## src/lce_pkg.sv

```systemverilog
// Package for the ladder contact and coil element block.
// Shared reset values and tag write encodings.
package lce_pkg;
    localparam logic RESET_HIST  = 1'h0;
    localparam logic RESET_RUNG  = 1'h0;
    localparam logic RESET_WR    = 1'h0;
    localparam logic TAG_ON      = 1'h1;
    localparam logic TAG_OFF     = 1'h0;
endpackage

```

## src/lce_ladder_elements.sv

```systemverilog
// Ladder relay and coil elements, one evaluation per scan strobe.
// Assumes the scan sequencer pulses SCAN for one SYS_CLK cycle per scan and
// holds rung inputs and tag values stable around that pulse.
// Function
// - Open contact passes rung when tag is 1
// - Closed contact passes rung when tag is 0
// - Contacts resample tag every scan
// - Rise relay passes on tag 0 to 1
// - Edge relays pass exactly one scan only
// - Fall relay passes on tag 1 to 0
// - Coils copy rung input to output
// - Direct coil writes rung state to tag
// - Inverted coil writes inverse rung state
// - Direct and inverted coils write every scan
// - Latch set coil writes 1 when on
// - Latch set coil untouched when off
// - Latch set only when tag reads 0
// - Latch clear coil writes 0 when off
// - Latch clear coil untouched when on
// - Latch clear only when tag reads 1
`timescale 1ns/1ps
`default_nettype none

module lce_contact
    import lce_pkg::*;
#(
    parameter logic PASS_LEVEL = TAG_ON
) (
    input  wire logic clk,
    input  wire logic rst_n,
    input  wire logic scan,
    input  wire logic rung_in,
    input  wire logic tag,
    output var  logic rung_out
);

    typedef struct packed {
        logic rung_out;
    } lce_contact_st_t;

    localparam lce_contact_st_t CONTACT_RESET = '{
        rung_out: RESET_RUNG
    };

    lce_contact_st_t st_r;
    lce_contact_st_t st_nxt;

    always_comb begin
        st_nxt = st_r;
        if (scan) begin
            st_nxt.rung_out = rung_in & (tag == PASS_LEVEL);
        end
    end

    always_ff @(posedge clk or negedge rst_n) begin
        if (!rst_n) begin
            st_r <= CONTACT_RESET;
        end else begin
            st_r <= st_nxt;
        end
    end

    assign rung_out = st_r.rung_out;

endmodule // lce_contact

module lce_edge_relay
    import lce_pkg::*;
#(
    parameter logic FIRE_LEVEL = TAG_ON
) (
    input  wire logic clk,
    input  wire logic rst_n,
    input  wire logic scan,
    input  wire logic rung_in,
    input  wire logic tag,
    output var  logic rung_out
);

    typedef struct packed {
        logic hist;
        logic rung_out;
    } lce_edge_st_t;

    localparam lce_edge_st_t EDGE_RESET = '{
        hist:     RESET_HIST,
        rung_out: RESET_RUNG
    };

    lce_edge_st_t st_r;
    lce_edge_st_t st_nxt;

    // History follows the tag on every scan, whatever the rung
    always_comb begin
        st_nxt = st_r;
        if (scan) begin
            st_nxt.rung_out = rung_in & (tag == FIRE_LEVEL)
                            & (st_r.hist != FIRE_LEVEL);
            st_nxt.hist     = tag;
        end
    end

    always_ff @(posedge clk or negedge rst_n) begin
        if (!rst_n) begin
            st_r <= EDGE_RESET;
        end else begin
            st_r <= st_nxt;
        end
    end

    assign rung_out = st_r.rung_out;

endmodule // lce_edge_relay

module lce_level_coil
    import lce_pkg::*;
#(
    parameter logic ON_LEVEL = TAG_ON
) (
    input  wire logic clk,
    input  wire logic rst_n,
    input  wire logic scan,
    input  wire logic rung_in,
    output var  logic rung_out,
    output var  logic tag_we,
    output var  logic tag_wd
);

    typedef struct packed {
        logic rung_out;
        logic tag_we;
        logic tag_wd;
    } lce_level_st_t;

    localparam lce_level_st_t LEVEL_RESET = '{
        rung_out: RESET_RUNG,
        tag_we:   RESET_WR,
        tag_wd:   RESET_WR
    };

    lce_level_st_t st_r;
    lce_level_st_t st_nxt;

    // Strobe lasts one cycle; every scan rewrites the tag
    always_comb begin
        st_nxt        = st_r;
        st_nxt.tag_we = 1'h0;
        if (scan) begin
            st_nxt.rung_out = rung_in;
            st_nxt.tag_we   = 1'h1;
            st_nxt.tag_wd   = rung_in ? ON_LEVEL : ~ON_LEVEL;
        end
    end

    always_ff @(posedge clk or negedge rst_n) begin
        if (!rst_n) begin
            st_r <= LEVEL_RESET;
        end else begin
            st_r <= st_nxt;
        end
    end

    assign rung_out = st_r.rung_out;
    assign tag_we   = st_r.tag_we;
    assign tag_wd   = st_r.tag_wd;

endmodule // lce_level_coil

module lce_latch_coil
    import lce_pkg::*;
#(
    parameter logic ACT_RUNG    = 1'h1,
    parameter logic LATCH_LEVEL = TAG_ON
) (
    input  wire logic clk,
    input  wire logic rst_n,
    input  wire logic scan,
    input  wire logic rung_in,
    input  wire logic tag,
    output var  logic rung_out,
    output var  logic tag_we,
    output var  logic tag_wd
);

    typedef struct packed {
        logic rung_out;
        logic tag_we;
        logic tag_wd;
    } lce_latch_st_t;

    localparam lce_latch_st_t LATCH_RESET = '{
        rung_out: RESET_RUNG,
        tag_we:   RESET_WR,
        tag_wd:   RESET_WR
    };

    lce_latch_st_t st_r;
    lce_latch_st_t st_nxt;

    // Write only when the tag would actually change
    always_comb begin
        st_nxt        = st_r;
        st_nxt.tag_we = 1'h0;
        if (scan) begin
            st_nxt.rung_out = rung_in;
            st_nxt.tag_we   = (rung_in == ACT_RUNG)
                            & (tag != LATCH_LEVEL);
            st_nxt.tag_wd   = LATCH_LEVEL;
        end
    end

    always_ff @(posedge clk or negedge rst_n) begin
        if (!rst_n) begin
            st_r <= LATCH_RESET;
        end else begin
            st_r <= st_nxt;
        end
    end

    assign rung_out = st_r.rung_out;
    assign tag_we   = st_r.tag_we;
    assign tag_wd   = st_r.tag_wd;

endmodule // lce_latch_coil

module lce_ladder_elements
    import lce_pkg::*;
(
    input  wire logic SYS_CLK,
    input  wire logic RESET_N,
    input  wire logic SCAN,
    input  wire logic OPEN_RUNG_IN,
    input  wire logic OPEN_TAG,
    output var  logic OPEN_RUNG_OUT,
    input  wire logic CLOSED_RUNG_IN,
    input  wire logic CLOSED_TAG,
    output var  logic CLOSED_RUNG_OUT,
    input  wire logic RISE_RUNG_IN,
    input  wire logic RISE_TAG,
    output var  logic RISE_RUNG_OUT,
    input  wire logic FALL_RUNG_IN,
    input  wire logic FALL_TAG,
    output var  logic FALL_RUNG_OUT,
    input  wire logic DIRECT_RUNG_IN,
    output var  logic DIRECT_RUNG_OUT,
    output var  logic DIRECT_TAG_WE,
    output var  logic DIRECT_TAG_WD,
    input  wire logic INV_RUNG_IN,
    output var  logic INV_RUNG_OUT,
    output var  logic INV_TAG_WE,
    output var  logic INV_TAG_WD,
    input  wire logic SET_RUNG_IN,
    input  wire logic SET_TAG,
    output var  logic SET_RUNG_OUT,
    output var  logic SET_TAG_WE,
    output var  logic SET_TAG_WD,
    input  wire logic CLR_RUNG_IN,
    input  wire logic CLR_TAG,
    output var  logic CLR_RUNG_OUT,
    output var  logic CLR_TAG_WE,
    output var  logic CLR_TAG_WD
);

    lce_contact #(
        .PASS_LEVEL (TAG_ON)
    ) open_contact_inst (
        .clk      (SYS_CLK),
        .rst_n    (RESET_N),
        .scan     (SCAN),
        .rung_in  (OPEN_RUNG_IN),
        .tag      (OPEN_TAG),
        .rung_out (OPEN_RUNG_OUT)
    );

    lce_contact #(
        .PASS_LEVEL (TAG_OFF)
    ) closed_contact_inst (
        .clk      (SYS_CLK),
        .rst_n    (RESET_N),
        .scan     (SCAN),
        .rung_in  (CLOSED_RUNG_IN),
        .tag      (CLOSED_TAG),
        .rung_out (CLOSED_RUNG_OUT)
    );

    lce_edge_relay #(
        .FIRE_LEVEL (TAG_ON)
    ) rise_edge_relay_inst (
        .clk      (SYS_CLK),
        .rst_n    (RESET_N),
        .scan     (SCAN),
        .rung_in  (RISE_RUNG_IN),
        .tag      (RISE_TAG),
        .rung_out (RISE_RUNG_OUT)
    );

    lce_edge_relay #(
        .FIRE_LEVEL (TAG_OFF)
    ) fall_edge_relay_inst (
        .clk      (SYS_CLK),
        .rst_n    (RESET_N),
        .scan     (SCAN),
        .rung_in  (FALL_RUNG_IN),
        .tag      (FALL_TAG),
        .rung_out (FALL_RUNG_OUT)
    );

    lce_level_coil #(
        .ON_LEVEL (TAG_ON)
    ) direct_coil_inst (
        .clk      (SYS_CLK),
        .rst_n    (RESET_N),
        .scan     (SCAN),
        .rung_in  (DIRECT_RUNG_IN),
        .rung_out (DIRECT_RUNG_OUT),
        .tag_we   (DIRECT_TAG_WE),
        .tag_wd   (DIRECT_TAG_WD)
    );

    lce_level_coil #(
        .ON_LEVEL (TAG_OFF)
    ) inverted_coil_inst (
        .clk      (SYS_CLK),
        .rst_n    (RESET_N),
        .scan     (SCAN),
        .rung_in  (INV_RUNG_IN),
        .rung_out (INV_RUNG_OUT),
        .tag_we   (INV_TAG_WE),
        .tag_wd   (INV_TAG_WD)
    );

    lce_latch_coil #(
        .ACT_RUNG    (1'h1),
        .LATCH_LEVEL (TAG_ON)
    ) latch_set_coil_inst (
        .clk      (SYS_CLK),
        .rst_n    (RESET_N),
        .scan     (SCAN),
        .rung_in  (SET_RUNG_IN),
        .tag      (SET_TAG),
        .rung_out (SET_RUNG_OUT),
        .tag_we   (SET_TAG_WE),
        .tag_wd   (SET_TAG_WD)
    );

    lce_latch_coil #(
        .ACT_RUNG    (1'h0),
        .LATCH_LEVEL (TAG_OFF)
    ) latch_clear_coil_inst (
        .clk      (SYS_CLK),
        .rst_n    (RESET_N),
        .scan     (SCAN),
        .rung_in  (CLR_RUNG_IN),
        .tag      (CLR_TAG),
        .rung_out (CLR_RUNG_OUT),
        .tag_we   (CLR_TAG_WE),
        .tag_wd   (CLR_TAG_WD)
    );

endmodule // lce_ladder_elements
`default_nettype wire

```

## config.mk

```make
export PLATFORM = sky130hd
export DESIGN_NAME = lce_ladder_elements
export DESIGN_NICKNAME = d
export VERILOG_FILES = /design/src/lce_pkg.sv /design/src/lce_ladder_elements.sv
export SDC_FILE = /design/constraint.sdc
export NUM_CORES = 1
export LEC_CHECK = 0
export BUFFER_PORTS_ARGS = -buffer_cell sky130_fd_sc_hd__buf_2
export CORE_MARGIN = 10
export CORE_UTILIZATION = 37
export DETAILED_ROUTE_END_ITERATION = 10
export GPL_TIMING_DRIVEN = 0
export PLACE_DENSITY = 0.81
export SLEW_MARGIN = 20
export SYNTH_ARGS = -nofsm -noshare
export SYNTH_HDL_FRONTEND = slang
export SYNTH_SLANG_ARGS = --single-unit
```

## constraint.sdc

```tcl
create_clock -name SYS_CLK -period 0.8 [get_ports SYS_CLK]
set_input_delay 0.2 -clock SYS_CLK [delete_from_list [all_inputs] [get_ports SYS_CLK]]
set_output_delay 0.2 -clock SYS_CLK [all_outputs]
set_load 0.05 [all_outputs]
```

==> impl_metrics.env <==
export IMPL_min_path_type="in -> reg"
export IMPL_hold_depth=1
export IMPL_r2r_start="latch_clear_coil_inst.rung_out$_DFFE_PN0P_"
export IMPL_clk_path_buf_depth=2
export IMPL_drtIter0Drc=13
export IMPL_fin_worst_skew_ps=0.6829
export IMPL_dieArea_mm2=0.003584
export IMPL_multi_input_area_um2=151.4
export IMPL_yosys_top_cells_area="dfrtp_1 64%, mux2_2 9.6%, buf_4 3.8%"
export IMPL_grt_pass1_wl_mm=2.463
export IMPL_ys_types=16
export IMPL_synth_top_area_share_pct=63.83
export IMPL_holdCritStartpoint="SCAN"
export IMPL_startpoint_type="flip-flop"
export IMPL_grt_usage_pct=8.842
export IMPL_r2r_cells=2
export IMPL_yosys_register_bits=15
export IMPL_synth_top_area_cell="dfrtp_1"
export IMPL_finalSetupViolCount=18
export IMPL_place_ws_ps=-109.8
export IMPL_postSynthCellCount=46
export IMPL_die_y_um=59.87
export IMPL_cts_tree="yes"
export IMPL_violations="setup timing"
export IMPL_rsz0062_at_grt="true"
export IMPL_layout_setup_ws_ps=-352.4
export IMPL_cts_max_level=1
export IMPL_max_cap_violations=0
export IMPL_dp_hpwl_mm=1.125
export IMPL_numPortBuffers=31
export IMPL_syn2layout_area_growth_pct=65.11
export IMPL_cts_clk_slew_worst_paths_ps=90
export IMPL_cp_end_kind="output pin"
export IMPL_vias=478
export IMPL_peakVddDrop_uv=889.7
export IMPL_gp_congestion=0.6567
export IMPL_min_period_over_period_pct=144.1
export IMPL_finalPower_mw=1.827
export IMPL_row_count=14
export IMPL_antenna_found_initial=0
export IMPL_wl_per_cell_um=15.53
export IMPL_grt_start_max_net_pins=16
export IMPL_register_area_um2=389.1
export IMPL_reg2reg_to="latch_clear_coil_inst.rung_out$_DFFE_PN0P_"
export IMPL_start_util_pct=39.04
export IMPL_numCtsBuffers=3
export IMPL_ys_seq_area_share_pct=63.83
export IMPL_yosysWarnings=0
export IMPL_holdWs_ps=54.17
export IMPL_route_detailed_drc=0
export IMPL_avgViaCountPerCell=4.641
export IMPL_clock_root_buffer="clkbuf_4"
export IMPL_fillers=119
export IMPL_syn_num_nets=63
export IMPL_path_max_fanout=3
export IMPL_die_w_um=59.87
export IMPL_fin_crit_ps=1152
export IMPL_gr_total_overflow=0
export IMPL_core_area_mm2=0.001506
export IMPL_layout_drive_gt1_share_pct=70.11
export IMPL_synth_area_um2=588.1
export IMPL_ioPinCount=33
export IMPL_slew_violations=0
export IMPL_place_area_um2=790.8
export IMPL_dr_pass1_iters=4
export IMPL_worstSkewPairLatency_ps=270
export IMPL_status="finished with violations"
export IMPL_arrival_ps=950
export IMPL_cts_sinks=15
export IMPL_critPathRequiredTime_ps=600
export IMPL_antenna_diode_count=0
export IMPL_grt_pass1_vias=476
export IMPL_final_area_um2=970.9
export IMPL_hold_violations=0
export IMPL_cellPowerDensity_mw_per_mm2=1882
export IMPL_power_leakage_nw=0.4807
export IMPL_wirelength_mm=1.600
export IMPL_path_class="reg -> out"
export IMPL_syn_avg_cell_area_um2=12.78
export IMPL_hold_end="direct_coil_inst.tag_we$_DFF_PN0_"
export IMPL_clock_fmax_mhz=867.7
export IMPL_reg2reg_setup_slack_ps=-130
export IMPL_drtAntennaViolNets=0
export IMPL_fin_nets=105
[worst max-delay path: stages (launching register included)]
cell and delay (ps):
dfrtp_2 420, buf_6 120, buf_8 140
[cell usage after synthesis (all sizes together)]
cell    instances
or2             1
o21ai           4
nand4b          2
nand3           1
nor2            1
mux2i           1
o22ai           1
dfrtp          15
mux2            5
inv             6
buf             5
nand2           2
and3b           1
conb            1
[final cells by class]
type                    instances  share of cell area, %
plain buffers                   5                  5.799
flip-flops and latches         15                  40.08
clock buffers                   4                  2.706
repair buffers                 37                  31.44
multi-input cells              20                  15.59
inverters                       6                  2.320
well taps                      16                  2.062
[how the worst max path moves through the flow]
stage / start / depth (start not counted) / to / slack [ps]
after global placement: direct_coil_inst.tag_we$_DFF_PN0_ / 2 / INV_TAG_WE / -100
after floorplan: direct_coil_inst.rung_out$_DFFE_PN0P_ / 1 / direct_coil_inst.rung_out$_DFFE_PN0P_ / -110
after global routing: direct_coil_inst.tag_we$_DFF_PN0_ / 2 / INV_TAG_WE / -380
after detailed placement: direct_coil_inst.tag_we$_DFF_PN0_ / 2 / INV_TAG_WE / -110
final: direct_coil_inst.rung_out$_DFFE_PN0P_ / 2 / DIRECT_TAG_WD / -350
after CTS: direct_coil_inst.tag_we$_DFF_PN0_ / 2 / INV_TAG_WE / -360
[where the power goes]
part	internal, mW	switching, mW	leakage, nW
sequential	0.821	0.0410	0.170
combinational	0.231	0.311	0.295
clock	0.193	0.229	0.0150
[logic make-up after synthesis]
kind of cell    count (synthesis)  share of synthesized area [%]
compound gates                  5                          4.469
buf+inv                        11                          11.49
flops                          15                          63.83
mux                             6                          11.28
other cells                     1                         0.6377
simple gates                    8                          8.298
[stage by stage]
stage	util (%)	setup TNS, ps	cells
6_report	64.45	-4239	103
5_1_grt	64.45	-4711	103
4_1_cts	62.96	-4194	102
3_5_place_dp	52.49	-1017	93
3_3_place_gp	52.49	-810.6	93
2_1_floorplan	-	-595.5	46
[layout by cell type (no fill, tap or decap)]
cell type      instances
nand4b_1               2
clkbuf_4               3
o21ai_1                2
conb_1                 1
nor2_1                 1
buf_2                 17
buf_6                 17
clkbuf_1               1
buf_4                  4
or2_4                  1
mux2_2                 4
dlygate4sd3_1          1
o22ai_1                1
mux2i_1                1
nand2_1                2
dfrtp_1                4
and3b_1                1
dfrtp_2               11
inv_1                  6
mux2_4                 1
nand3_1                1
o21ai_0                2
buf_8                  3
[timing repair]
item,in CTS,in global routing
setup endpoints to repair,16,18
gates resized for setup,29,5
setup buffers,4,3
hold endpoints to repair,15,0
hold buffers,1,0
[metal layers]
layer  part of all wire [%]  global-route usage [%]  vias up
li1                       -                       -      232
met1                     38                   9.337      224
met2                     51                   15.15       20
met3                     10                   2.754        2
met4                    1.6                   4.808        0
met5                      0                       0        -
Power figures use the tool's default switching activity.
